$ cat src/pbs_pkg.sv
// constants for the bridge pwm steering block
package pbs_pkg;
	localparam int CLK_PERIOD_NS = 10;
	localparam int DB_WIDTH = 7;
	localparam int TMR_WIDTH = 8;
	localparam int TOSC_PER_TCY = 4;
	localparam logic [1:0] TCY_LAST = 2'(TOSC_PER_TCY - 1);
	localparam logic [1:0] TCY_RESET = 2'h0;
	localparam logic [TMR_WIDTH-1:0] HANDOVER_TICKS = 8'h04;
	localparam logic [DB_WIDTH-1:0] DB_RESET = 7'h00;
	localparam logic DIR_FORWARD = 1'b0;
	localparam logic DIR_RESET = DIR_FORWARD;
	localparam logic OUT_ACTIVE = 1'b1;
	localparam logic OUT_INACTIVE = 1'b0;
	localparam logic OUT_RESET = OUT_INACTIVE;

	typedef enum logic [1:0] {
		PBS_ST_RUN = 2'b01,
		PBS_ST_HOLD = 2'b10
	} pbs_state_e;
endpackage

$ cat src/pbs_deadband.sv
// rising-edge dead-band delay for one half-bridge output
`timescale 1ns/100ps
module pbs_deadband import pbs_pkg::*; (
	input wire logic clk,
	input wire logic resetn,
	input wire logic ce,
	input wire logic tcy_stb,
	input wire logic in_lvl,
	input wire logic [DB_WIDTH-1:0] db_len,
	output logic out_q
);
	logic [DB_WIDTH-1:0] cnt_q;

	// delay on the rising edge only, falling edge passes at once
	always_ff @(posedge clk) begin
		if (!resetn) begin
			cnt_q <= DB_RESET;
			out_q <= OUT_RESET;
		end else if (ce) begin
			if (!in_lvl) begin
				out_q <= OUT_INACTIVE;
				cnt_q <= db_len;
			end else if (out_q != OUT_ACTIVE) begin
				if (cnt_q == DB_RESET) begin
					out_q <= OUT_ACTIVE;
				end else if (tcy_stb) begin
					cnt_q <= cnt_q - 7'h01;
				end
			end
		end
	end
endmodule // pbs_deadband

$ cat src/pbs_steer.sv
// output steering for full-bridge and half-bridge pwm
// Behaviour
// - in full-bridge mode the direction bit picks forward or reverse, taking effect at the next hand-over start.
// - the direction bit may change at any time without corrupting the cycle in progress.
// - a pending direction change starts the hand-over four timer ticks before period end.
// - at hand-over start both modulated outputs b and d go inactive.
// - at hand-over start the unmodulated outputs a and c swap to the new direction.
// - modulation resumes on the newly selected output when the next period begins.
// - the hold interval runs over the last timer ticks, each one prescaled timer step long.
// - full-bridge mode applies no dead-band delay.
// - in half-bridge mode dead-band delays only the inactive-to-active edge.
// - dead-band length is the low seven control bits in instruction cycles of four clocks.
`timescale 1ns/100ps
module pbs_steer import pbs_pkg::*; (
	input wire logic clk,
	input wire logic resetn,
	input wire logic ce,
	input wire logic full_bridge_mode,
	input wire logic direction_select_bit,
	input wire logic [7:0] steering_control_reg,
	input wire logic pwm_mod,
	input wire logic tmr_tick,
	input wire logic [TMR_WIDTH-1:0] tmr_count,
	input wire logic [TMR_WIDTH-1:0] tmr_period,
	output logic bridge_out_a,
	output logic bridge_out_b,
	output logic bridge_out_c,
	output logic bridge_out_d,
	output logic handover_active
);
	pbs_state_e st_q;
	pbs_state_e st_d;
	logic dir_q;
	logic [1:0] tcy_q;
	logic tcy_stb;
	logic period_end;
	logic early_pt;
	logic dir_pend;
	logic start_ho;
	logic [DB_WIDTH-1:0] db_len;
	logic [1:0] half_in;
	logic [1:0] half_out;
	logic a_d;
	logic b_d;
	logic c_d;
	logic d_d;

	// timer position within the period
	assign period_end = tmr_tick && (tmr_count == tmr_period);
	assign early_pt = tmr_tick && (tmr_count == TMR_WIDTH'(tmr_period - HANDOVER_TICKS));
	// direction is only sampled here, so late writes wait a period
	assign dir_pend = (direction_select_bit != dir_q);
	assign start_ho = full_bridge_mode && (st_q == PBS_ST_RUN) && early_pt && dir_pend;
	assign db_len = steering_control_reg[DB_WIDTH-1:0];

	// instruction cycle strobe, one every four clocks
	assign tcy_stb = (tcy_q == TCY_LAST);

	always_ff @(posedge clk) begin
		if (!resetn) begin
			tcy_q <= TCY_RESET;
		end else if (ce) begin
			tcy_q <= tcy_q + 2'h1;
		end
	end

	// hand-over sequencer
	always_comb begin
		st_d = st_q;
		case (st_q)
			PBS_ST_RUN: begin
				if (start_ho) begin
					st_d = PBS_ST_HOLD;
				end
			end
			PBS_ST_HOLD: begin
				if (period_end || !full_bridge_mode) begin
					st_d = PBS_ST_RUN;
				end
			end
			default: begin
				st_d = PBS_ST_RUN;
			end
		endcase
	end

	always_ff @(posedge clk) begin
		if (!resetn) begin
			st_q <= PBS_ST_RUN;
		end else if (ce) begin
			st_q <= st_d;
		end
	end

	// applied direction, swapped only at hand-over start
	always_ff @(posedge clk) begin
		if (!resetn) begin
			dir_q <= DIR_RESET;
		end else if (ce && start_ho) begin
			dir_q <= direction_select_bit;
		end
	end

	// half-bridge dead-band, one delay per output
	assign half_in[0] = pwm_mod;
	assign half_in[1] = !pwm_mod;

	generate
		for (genvar i = 0; i < 2; i++) begin : g_db
			pbs_deadband u_db (
				.clk(clk),
				.resetn(resetn),
				.ce(ce),
				.tcy_stb(tcy_stb),
				.in_lvl(half_in[i]),
				.db_len(db_len),
				.out_q(half_out[i])
			);
		end
	endgenerate

	// output steering
	always_comb begin
		a_d = OUT_INACTIVE;
		b_d = OUT_INACTIVE;
		c_d = OUT_INACTIVE;
		d_d = OUT_INACTIVE;
		if (full_bridge_mode) begin
			// no dead-band path in full-bridge
			if (dir_q == DIR_FORWARD) begin
				a_d = OUT_ACTIVE;
				d_d = (st_q == PBS_ST_RUN) && pwm_mod;
			end else begin
				c_d = OUT_ACTIVE;
				b_d = (st_q == PBS_ST_RUN) && pwm_mod;
			end
		end else begin
			a_d = half_out[0];
			b_d = half_out[1];
		end
	end

	always_ff @(posedge clk) begin
		if (!resetn) begin
			bridge_out_a <= OUT_RESET;
			bridge_out_b <= OUT_RESET;
			bridge_out_c <= OUT_RESET;
			bridge_out_d <= OUT_RESET;
		end else if (ce) begin
			bridge_out_a <= a_d;
			bridge_out_b <= b_d;
			bridge_out_c <= c_d;
			bridge_out_d <= d_d;
		end
	end

	// hold window covers the last timer ticks of the period
	assign handover_active = (st_q == PBS_ST_HOLD);
endmodule // pbs_steer

$ cat config.mk
export PLATFORM = sky130hd
export DESIGN_NAME = pbs_steer
export DESIGN_NICKNAME = d
export VERILOG_FILES = /design/src/pbs_pkg.sv /design/src/pbs_deadband.sv /design/src/pbs_steer.sv
export SDC_FILE = /design/constraint.sdc
export NUM_CORES = 1
export LEC_CHECK = 0
export BUFFER_PORTS_ARGS = -buffer_cell sky130_fd_sc_hd__clkbuf_2
export CORE_MARGIN = 8
export CORE_UTILIZATION = 47
export DETAILED_ROUTE_END_ITERATION = 10
export HOLD_SLACK_MARGIN = 0.05
export PLACE_DENSITY = 0.74
export SLEW_MARGIN = 20
export SYNTH_ARGS = -nofsm -noshare
export SYNTH_HDL_FRONTEND = slang
export SYNTH_SLANG_ARGS = --single-unit
$ cat constraint.sdc
create_clock -name clk -period 4.95 [get_ports clk]
set_clock_uncertainty 0.1 [all_clocks]
set_input_delay 0.495 -clock clk [delete_from_list [all_inputs] [get_ports clk]]
set_output_delay 0.495 -clock clk [all_outputs]
set_load 0.01 [all_outputs]
* Word-level counts from Yosys, hierarchy flattened
Cells that the tools add are included.
Storage, ports and cells: register bits after elaboration 25, bits of input ports 31, output and inout bits 5, word-level logic and storage cells 68
Cells by class: $add $sub $neg 4, equal/unequal tests 13, multiplexer cells 25, reductions and logical operators 15
Operators with widths (count):
- two-way mux 7 bit | 8
- equality test 8 bit | 2
- zero test 7 bit | 2
- two-way mux 1 bit | 14
- subtractor 7 x 1 -> 7 bit, second input constant | 2
- inequality test 2 bit, second input constant | 5
- AND reduction 4 bit | 2
- subtractor 8 x 3 -> 8 bit, second input constant | 1
- logical AND 1 bit | 7
- equality test 2 bit, second input constant | 2
- two-way mux 2 bit | 2
- inequality test 2 x 1 -> 1 bit, second input constant | 2
- one-hot mux 2 bit (2 select lines) | 1
- AND reduction 3 bit | 1
- adder 2 x 1 -> 2 bit, second input constant | 1
- equality test 2 x 1 -> 1 bit, second input constant | 1
- nonzero test 2 bit | 1
- zero test 1 bit | 1
- logical OR 1 bit | 1
- inequality test 1 bit | 1

* Longest topological paths before layout
Gate-level depths: netlist of the first run.
depth after elaboration 7, mapped depth 6, mapped depth without buffers 6

* Cells and area by module
From an unflattened synthesis of the first run, not the netlist that was laid out.
Second synthesis, totals: cells, all modules 207, area total of the unflattened synthesis 1717.9 µm²
By module, submodules not included:
- pbs_deadband | times used 2, cells each 66, area each 544.3 µm², seq. area each 160.2 µm²
- pbs_steer | times used 1, cells each 75, area each 629.4 µm², seq. area each 180.2 µm²

* Worst setup path after synthesis of the first run
OpenSTA, ideal clock, no wires.
path type input to register, from input tmr_period[3], to register dir_q, setup time 0.072 ns, arrival time 1.648 ns, required time 4.778 ns, path slack 3.131 ns, stages on the path 5, path buffers 0, path through or4_1 nor2_1 xor2_1 o2111a_2 mux2i_1
Between the ends: cells in the longest elaborated chain, start to end 6
RTL lines:
- start: declaration | line pbs_steer.sv:24 | input wire logic [TMR_WIDTH-1:0] tmr_period,
- subtractor 8 x 3 -> 8 bit | line pbs_steer.sv:50 | assign early_pt = tmr_tick && (tmr_count == TMR_WIDTH'(tmr_period - HANDOVER_TICKS));
- equality test 8 bit | line pbs_steer.sv:50
- logical AND 1 bit | line pbs_steer.sv:50
- logical AND 1 bit (2 in series) | line pbs_steer.sv:53 | assign start_ho = full_bridge_mode && (st_q == PBS_ST_RUN) && early_pt && dir_pend;
- logical AND 1 bit | line pbs_steer.sv:99 | end else if (ce && start_ho) begin
- end signal: assignment | line pbs_steer.sv:100 | dir_q <= direction_select_bit;
- end: declaration | line pbs_steer.sv:33 | logic dir_q;
No other way between the ends. A chain may end at the register's enable or synchronous reset.

* Worst setup path in the final report of the first run
from register g_db[0].u_db.cnt_q[0], to register g_db[0].u_db.cnt_q[0]
Between the ends: cells in the longest elaborated chain, start to end 5, elaborated cells on any way between the ends 8, classes of those cells add/sub: 1; eq/ne: 1; mux: 4; reduce/logical: 2
RTL lines:
- start: declaration | line pbs_deadband.sv:12 | logic [DB_WIDTH-1:0] cnt_q;
- start signal: assignment | line pbs_deadband.sv:22 | cnt_q <= db_len;
- start signal: assignment | line pbs_deadband.sv:27 | cnt_q <= cnt_q - 7'h01;
- subtractor 7 x 1 -> 7 bit | line pbs_deadband.sv:27
- two-way mux 7 bit | line pbs_deadband.sv:26 | end else if (tcy_stb) begin
- two-way mux 7 bit | line pbs_deadband.sv:24 | if (cnt_q == DB_RESET) begin
- two-way mux 7 bit | line pbs_deadband.sv:23 | end else if (out_q != OUT_ACTIVE) begin
- two-way mux 7 bit | line pbs_deadband.sv:20 | if (!in_lvl) begin
Several ways; a longest one is shown, not always the timed one. The select of a mux whose other input is x is not followed.

==> results of run 1 <==
[synthesized netlist by cell type, types with 2 or more instances]
library cell	number
sky130_fd_sc_hd__dfxtp_1	25
sky130_fd_sc_hd__nand2_1	25
sky130_fd_sc_hd__a21oi_1	19
sky130_fd_sc_hd__nor2_1	17
sky130_fd_sc_hd__inv_1	11
sky130_fd_sc_hd__o21ai_1	11
sky130_fd_sc_hd__xnor2_1	11
sky130_fd_sc_hd__a211oi_1	7
sky130_fd_sc_hd__nand3_1	7
sky130_fd_sc_hd__clkbuf_1	6
sky130_fd_sc_hd__ha_1	6
sky130_fd_sc_hd__nor3_1	6
sky130_fd_sc_hd__o21ai_0	4
sky130_fd_sc_hd__a31oi_1	3
sky130_fd_sc_hd__mux2i_1	3
sky130_fd_sc_hd__nand4_1	3
sky130_fd_sc_hd__nor4_1	3
sky130_fd_sc_hd__a41oi_1	2
sky130_fd_sc_hd__inv_2	2
sky130_fd_sc_hd__mux2_2	2
sky130_fd_sc_hd__nor2b_1	2
sky130_fd_sc_hd__o21a_1	2
sky130_fd_sc_hd__o2bb2ai_1	2
sky130_fd_sc_hd__or4_1	2
[per-layer routing]
layer,routed length [microns],part of all wire
met1,1650,0.46
met2,1740,0.49
met3,142,0.040
met4,39,0.011
met5,0,0
[metrics by stage]
step            util  area [sq um]  setup slack [ps]  total power [mW]  cells
3_3_place_gp   0.540          1760              2880             0.339    274
6_report       0.548          1790              3140             0.428    278
3_5_place_dp   0.540          1760              2880             0.341    274
2_1_floorplan      -          1560              3130             0.307    202
4_1_cts        0.548          1790              3150             0.434    278
5_1_grt        0.548          1790              2970             0.457    278
[cell type report]
class,instances,area [sq um]
Clock inverter,1,5.00
Sequential cell,25,500
Timing Repair Buffer,34,170
Fill cell,339,1470
Multi-Input combinational cell,156,981
Inverter,13,48.8
Clock buffer,3,22.5
Tap cell,46,57.6
[worst max-delay path: cells and delay by family (launching register included)]
family,cells,cell delay [ps]
adder cells (fa/ha/maj),1,230
flip-flops,1,390
buffers and inverters,1,90
AO/OA/AOI/OAI,3,830
AND/OR/NAND/NOR,1,100
[how the worst max path moves through the flow]
stage                                      from                     to  slack, ps  cells after the start
final                     g_db[0].u_db.cnt_q[0]  g_db[0].u_db.cnt_q[0]       3140                      6
after global routing      g_db[0].u_db.cnt_q[0]  g_db[0].u_db.cnt_q[6]       2970                      6
after CTS                 g_db[0].u_db.cnt_q[0]  g_db[0].u_db.cnt_q[0]       3150                      6
after detailed placement                pwm_mod  g_db[0].u_db.cnt_q[5]       2880                      5
after global placement                  pwm_mod  g_db[0].u_db.cnt_q[5]       2880                      5
after floorplan                   tmr_period[3]                  dir_q       3130                      5
[where the power goes]
part	total, mW	internal (mW)	switching (mW)
Sequential	0.223	0.213	0.0101
Clock	0.0918	0.0302	0.0615
Combinational	0.112	0.0491	0.0634
Total	0.428	0.293	0.135
[state kept, by name, indices dropped and copies added, names as in the netlist]
register         flops
g_db.u_db.cnt_q     14
g_db.u_db.out_q      2
st_q                 2
tcy_q                2
bridge_out_a         1
bridge_out_b         1
bridge_out_c         1
bridge_out_d         1
dir_q                1
[logic make-up after synthesis]
family | after synthesis | synth area share
xor gates and xnor gates | 13 | 0.0777
DFF | 25 | 0.321
AOI/OAI and AO/OA | 63 | 0.263
adders and majority gates | 6 | 0.0481
and+or+nand+nor | 69 | 0.206
muxes | 5 | 0.0337
buffers and inverters | 21 | 0.0513
==> Implementation_results.wiki, run 1 <==
{| class="wikitable"
! Metric !! Value
|-
| DRC errors left || 0
|-
| Async set-or-reset flop fraction in the synthesized netlist || 0
|-
| R2r endpoint || g_db[0].u_db.cnt_q[0]
|-
| Portion of the clock cycle consumed by the worst path in the final layout || 0.366
|-
| Vertical extent of the die || 73.6 microns
|-
| Final worst hold slack || 311 ps
|-
| Layout-stage area growth over the synthesis result || 14.3%
|-
| Highest achievable clock rate || 552 MHz
|-
| Global-route wire length before repair || 6.13 mm
|-
| Area enclosed by the die boundary || 5420 sq um
|-
| Critical Path Source Type || flop
|-
| Initial standard-cell utilization of the core || 0.479
|-
| Max Cap Viol || 0
|-
| Number of distinct library cells after synthesis || 45
|-
| Net count after synthesis || 239
|-
| Worst reg2reg setup slack || 3140 ps
|-
| Total Nets Final || 270
|-
| Worst hold start || direction_select_bit
|-
| Commonest cells after routing, fill and taps aside || sky130_fd_sc_hd__clkbuf_2, sky130_fd_sc_hd__nand2_1, sky130_fd_sc_hd__dfxtp_1
|-
| GR met3 Demand/Resource || 0.0177
|-
| GR Overflow Total || 0
|-
| Cell type with the highest aggregate area in the netlist || sky130_fd_sc_hd__dfxtp_1
|-
| Least-Margin Pin Slew || 708 ps
|-
| Number of endpoints with negative hold slack in the final report || 0
|-
| Clock net sink count || 25
|-
| Number of instances in the synthesized netlist || 202
|-
| Mapped cell area || 1560 sq um
|-
| Largest net degree at the start of global routing || 30
|-
| Cells on worst reg2reg path || 6
|-
| Total leakage power || 0.716 nW
|-
| HPWL after detailed placement || 2.77 mm
|-
| Detailed-route wire length per cell || 12.8 microns
|-
| Yosys Warn Count || 0
|-
| Most frequent standard cell in the layout excluding fill and tap cells || sky130_fd_sc_hd__clkbuf_2
|-
| Biggest cell delay along the critical path || 390 ps
|-
| Avg Vias per Cell || 5.32
|-
| Clock tree root buffer cell || sky130_fd_sc_hd__clkbuf_4
|-
| Site row count || 21
|-
| CTS max path bufs || 2
|-
| Number of buffers created by CTS || 3
|-
| Number of cells upsized or downsized after cts || 0
|-
| Core region area || 3260 sq um
|-
| Number of cells traversed by the worst hold path || 3
|-
| Cell with the largest stage delay on the worst path || sky130_fd_sc_hd__dfxtp_1
|-
| 1st-iter DRT viols || 68
|-
| Post-synth top flop || sky130_fd_sc_hd__dfxtp_1
|-
| Width of the die || 73.6 microns
|-
| Endpoint class of the critical path || flop
|-
| Overall fraction of global-route tracks in use || 0.139
|-
| Source of the worst register-to-register timing path || g_db[0].u_db.cnt_q[0]
|-
| Sequential fraction of the synthesis area || 0.321
|-
| Number of antenna violations at the first check in global routing || 0
|-
| Cells taking the most area after synthesis || sky130_fd_sc_hd__dfxtp_1, sky130_fd_sc_hd__xnor2_1, sky130_fd_sc_hd__a21oi_1, sky130_fd_sc_hd__nand2_1, sky130_fd_sc_hd__ha_1
|-
| Crit path cell chain || inv_1 > ha_1 > a311oi_1 > o21a_2 > nand3_1 > a31oi_1
|-
| Number of post-CTS setup repair buffers || 0
|-
| Top-level I/O count || 36
|-
| Final estimated routing congestion in global placement || 0.823
|-
| Minimum period implied by the final worst setup slack || 1810 ps
|-
| CTS H-tree depth || 1
|-
| Power density normalized to cell area || 240 nW/um^2
|-
| Final setup viols || 0
|-
| Detailed-route via count || 1,478
|-
| Endpoint, Worst Hold || dir_q
|-
| Via count of the first global-routing pass || 1,428
|-
| Layout cell share with drive strength beyond 1 || 0.207
|-
| GR met1 Demand/Resource || 0.160
|-
| Number of enable flip-flop cells after synthesis || 0
|-
| Tightest Hold Check Type || primary input to flop
|-
| Clock Pin Slew Worst Setup and Hold Paths || 140 ps
|-
| Synth Register Bits || 25
|-
| Setup repair after global routing missed its margin || no
|-
| Fin Setup TNS || 0 ps
|-
| Yosys top cell area share || 0.321
|-
| Count of hold buffers inserted by post-cts repair || 0
|-
| I/O Buffers || 34
|-
| Critical setup path kind || flop to flop
|-
| Most utilized layer in the global route result || met2
|-
| Max_slew headroom || 0.528
|-
| Detail Route Antenna Nets || 0
|-
| Highest ir drop seen on vdd || 0.172 mV
|-
| Met2 track demand over resource || 0.249
|-
| Max-slew violations || 0
|-
| Crit-path max FO || 8
|-
| Diodes inserted || 0
|-
| Clock tree from TritonCTS || built
|-
| Critical path required time || 5100 ps
|-
| Worst path arrival time || 1960 ps
|-
| Total length of routed wires || 3.57 mm
|-
| Later-pin clock latency in the skew report || 320 ps
|-
| Run status || finished clean
|-
| Number of detailed-routing iterations run before antenna repair || 4
|-
| Mean area per synthesized cell || 7.73 sq um
|}
Power figures use the tool's default switching activity.
==> run 2: changes to the inputs <==
--- a/config.mk
+++ b/config.mk
@@ -10,7 +10,7 @@
 export CORE_UTILIZATION = 47
 export DETAILED_ROUTE_END_ITERATION = 10
 export HOLD_SLACK_MARGIN = 0.05
-export PLACE_DENSITY = 0.74
+export PLACE_DENSITY = 0.77
 export SLEW_MARGIN = 20
 export SYNTH_ARGS = -nofsm -noshare
 export SYNTH_HDL_FRONTEND = slang
==> constraint.sdc (replaced) <==
create_clock -name clk -period 1.6 [get_ports clk]
set_clock_uncertainty 0.1 [all_clocks]
set_input_delay 0.16 -clock clk [delete_from_list [all_inputs] [get_ports clk]]
set_output_delay 0.16 -clock clk [all_outputs]
set_load 0.01 [all_outputs]
==> run 2 against run 1 <==
The flow now finishes with violations (setup timing). Utilization increased by 13 points. Non-clock buffer count increased by 35. Die area unchanged. Sequential share of layout area decreased by 5.0 points. Hold slack got worse by 250 ps.
==> Implementation_results.wiki, run 2 (synthesized netlist as in run 1, its figures left out) <==
{| class="wikitable"
! Metric !! Value
|-
| Run status || finished, violations left (was finished clean)
|-
| Violated checks || setup timing
|-
| Number of detailed-routing iterations run before antenna repair || 4 (unchanged)
|-
| Least-Margin Pin Slew || 332 ps (was 708 ps)
|-
| Number of buffers created by CTS || 3 (unchanged)
|-
| Wire length on met2 || 2.13 mm (was 1.74 mm)
|-
| Post-layout utilization of the core || 0.678 (was 0.548)
|-
| Flip-flop count of the largest register, all copies and words added || 14 (unchanged)
|-
| Layout-stage area growth over the synthesis result || 41.5% (was 14.3%)
|-
| Final setup slack of the worst path || -9.74 ps (was 3140 ps)
|-
| Core region area || 3260 sq um (unchanged)
|-
| Most frequent standard cell in the layout excluding fill and tap cells || sky130_fd_sc_hd__clkbuf_2 (unchanged)
|-
| Endpoint class of the critical path || flop (unchanged)
|-
| Worst path arrival time || 1760 ps (was 1960 ps)
|-
| Final estimated routing congestion in global placement || 0.835 (was 0.823)
|-
| Avg Vias per Cell || 5.38 (was 5.32)
|-
| Register containing the most flip-flops in the final layout || g_db.u_db.cnt_q (unchanged)
|-
| Clock Pin Slew Worst Setup and Hold Paths || 130 ps (was 140 ps)
|-
| Detailed-route wire length per cell || 14.0 microns (was 12.8 microns)
|-
| Later-pin clock latency in the skew report || 330 ps (was 320 ps)
|-
| Total Nets Final || 305 (was 270)
|-
| Source of the worst register-to-register timing path || dir_q (was g_db[0].u_db.cnt_q[0])
|-
| HPWL after detailed placement || 3.15 mm (was 2.77 mm)
|-
| Worst hold start || steering_control_reg[6] (was direction_select_bit)
|-
| Number of standard cells in the final layout excluding fillers || 313 (was 278)
|-
| Overall fraction of global-route tracks in use || 0.164 (was 0.139)
|-
| Top routing layer in use || met4 (unchanged)
|-
| Detailed-routed wire length on met3 || 262 microns (was 142 microns)
|-
| Width of the die || 73.6 microns (unchanged)
|-
| Detailed-route via count || 1,683 (was 1,478)
|-
| Vertical extent of the die || 73.6 microns (unchanged)
|-
| Critical Path Source Type || primary input (was flop)
|-
| Area enclosed by the die boundary || 5420 sq um (unchanged)
|-
| Total length of routed wires || 4.38 mm (was 3.57 mm)
|-
| CTS H-tree depth || 1 (unchanged)
|-
| Number of cells traversed by the worst hold path || 4 (was 3)
|-
| Clock net sink count || 25 (unchanged)
|-
| Setup repair after global routing missed its margin || yes (was no)
|-
| Portion of the clock cycle consumed by the worst path in the final layout || 1.01
|-
| Layout cell share with drive strength beyond 1 || 0.404 (was 0.207)
|-
| Total leakage power || 0.911 nW (was 0.716 nW)
|-
| Clock tree root buffer cell || sky130_fd_sc_hd__clkbuf_4 (unchanged)
|-
| Number of endpoints with negative hold slack in the final report || 0 (unchanged)
|-
| 1st-iter DRT viols || 81 (was 68)
|-
| Commonest cells after routing, fill and taps aside || sky130_fd_sc_hd__clkbuf_2, sky130_fd_sc_hd__buf_4, sky130_fd_sc_hd__nand2_1 (was sky130_fd_sc_hd__clkbuf_2, sky130_fd_sc_hd__nand2_1, sky130_fd_sc_hd__dfxtp_1)
|-
| Critical setup path kind || primary input to flop (was flop to flop)
|-
| Detailed-route wire length on metal 1 || 1.90 mm (was 1.65 mm)
|-
| Clock tree from TritonCTS || built (unchanged)
|-
| Initial standard-cell utilization of the core || 0.479 (unchanged)
|-
| Highest ir drop seen on vdd || 0.443 mV (was 0.172 mV)
|-
| Launch point of the critical path || direction_select_bit (was g_db[0].u_db.cnt_q[0])
|-
| Placed Instances || 304 (was 274)
|-
| Site row count || 21 (unchanged)
|-
| Max Cap Viol || 0 (unchanged)
|-
| Max-slew violations || 0 (unchanged)
|-
| CTS max path bufs || 2 (unchanged)
|-
| Detail Route Antenna Nets || 0 (unchanged)
|-
| Tightest Hold Check Type || primary input to flop (unchanged)
|-
| Final worst hold slack || 65.5 ps (was 311 ps)
|-
| Power density normalized to cell area || 676 nW/um^2 (was 240 nW/um^2)
|-
| Cells on worst reg2reg path || 4 (was 6)
|-
| Crit-path max FO || 3 (was 8)
|-
| Via count of the first global-routing pass || 1,670 (was 1,428)
|-
| Final setup viols || 1 (was 0)
|-
| Critical path required time || 1750 ps (was 5100 ps)
|-
| Top-level I/O count || 36 (unchanged)
|-
| GR Overflow Total || 0 (unchanged)
|-
| Minimum period implied by the final worst setup slack || 1610 ps
|-
| Max_slew headroom || 0.777 (was 0.528)
|-
| I/O Buffers || 34 (unchanged)
|-
| Diodes inserted || 0 (unchanged)
|-
| R2r endpoint || dir_q (was g_db[0].u_db.cnt_q[0])
|-
| Number of antenna violations at the first check in global routing || 0 (unchanged)
|-
| Highest achievable clock rate || 621 MHz
|-
| Worst reg2reg setup slack || 20 ps (was 3140 ps)
|-
| DRC errors left || 0 (unchanged)
|-
| Endpoint, Worst Hold || g_db[1].u_db.cnt_q[6] (was dir_q)
|-
| Largest net degree at the start of global routing || 22 (was 30)
|-
| Global-route wire length before repair || 7.17 mm (was 6.13 mm)
|}
[run 2: worst max-delay path by stage]
stage                                 end  slack, ps  cells after the start
detailed placement                  dir_q        -90                      6
global route        g_db[0].u_db.cnt_q[6]        -60                      7
floorplan           g_db[0].u_db.cnt_q[5]          8                      6
finish                              dir_q        -10                      6
CTS                 g_db[1].u_db.cnt_q[0]        -20                      6
global placement                    dir_q        -50                      6
[run 2: through the flow]
| step | setup TNS, ps | power (mW) | instance area (sq um) | setup slack (ps) |
|---|---|---|---|---|
| 2_1_floorplan | 0 | 0.949 | 1560 | 7.69 |
| 3_3_place_gp | -80.5 | 1.13 | 1980 | -49.5 |
| 3_5_place_dp | -326 | 1.14 | 1980 | -94.1 |
| 4_1_cts | -17.9 | 1.46 | 2130 | -17.9 |
| 5_1_grt | -189 | 1.59 | 2210 | -59.3 |
| 6_report | -9.74 | 1.49 | 2210 | -9.74 |
[run 2: repair_timing]
item	in CTS	in global routing
hold buffers	4	0
endpoints found under the setup margin	12	17
resized for setup	20	19
endpoints found under the hold margin	7	0
buffers inserted	1	0
pin swaps	8	8
[run 2: cell type report]
| cell class | instances | area, sq um |
|---|---|---|
| repair buffers | 69 | 443 |
| inverters | 13 | 48.8 |
| well taps | 46 | 57.6 |
| fillers | 288 | 1050 |
| clock buffers | 4 | 26.3 |
| flip-flops and latches | 25 | 509 |
| multi-input cells | 156 | 1120 |
[run 2: layer usage]
layer / track usage / vias to the layer above
met5: 0 / -
met4: 0.0976 / 0
met3: 0.0300 / 7
met2: 0.267 / 40
met1: 0.194 / 775
li1: - / 861
[run 2: worst max-delay path: stages]
cell and delay [ps]:
sky130_fd_sc_hd__dlygate4sd3_1 530, sky130_fd_sc_hd__clkbuf_2 120, sky130_fd_sc_hd__xnor2_1 150, sky130_fd_sc_hd__nor4b_4 290
sky130_fd_sc_hd__o2111a_2 290, sky130_fd_sc_hd__mux2i_1 230
[run 2: power breakdown]
part / total [mW] / internal (mW) / switching (mW)
Combinational: 0.512 / 0.255 / 0.257
Sequential: 0.693 / 0.663 / 0.0307
Clock: 0.289 / 0.0979 / 0.192
Total: 1.49 / 1.02 / 0.480
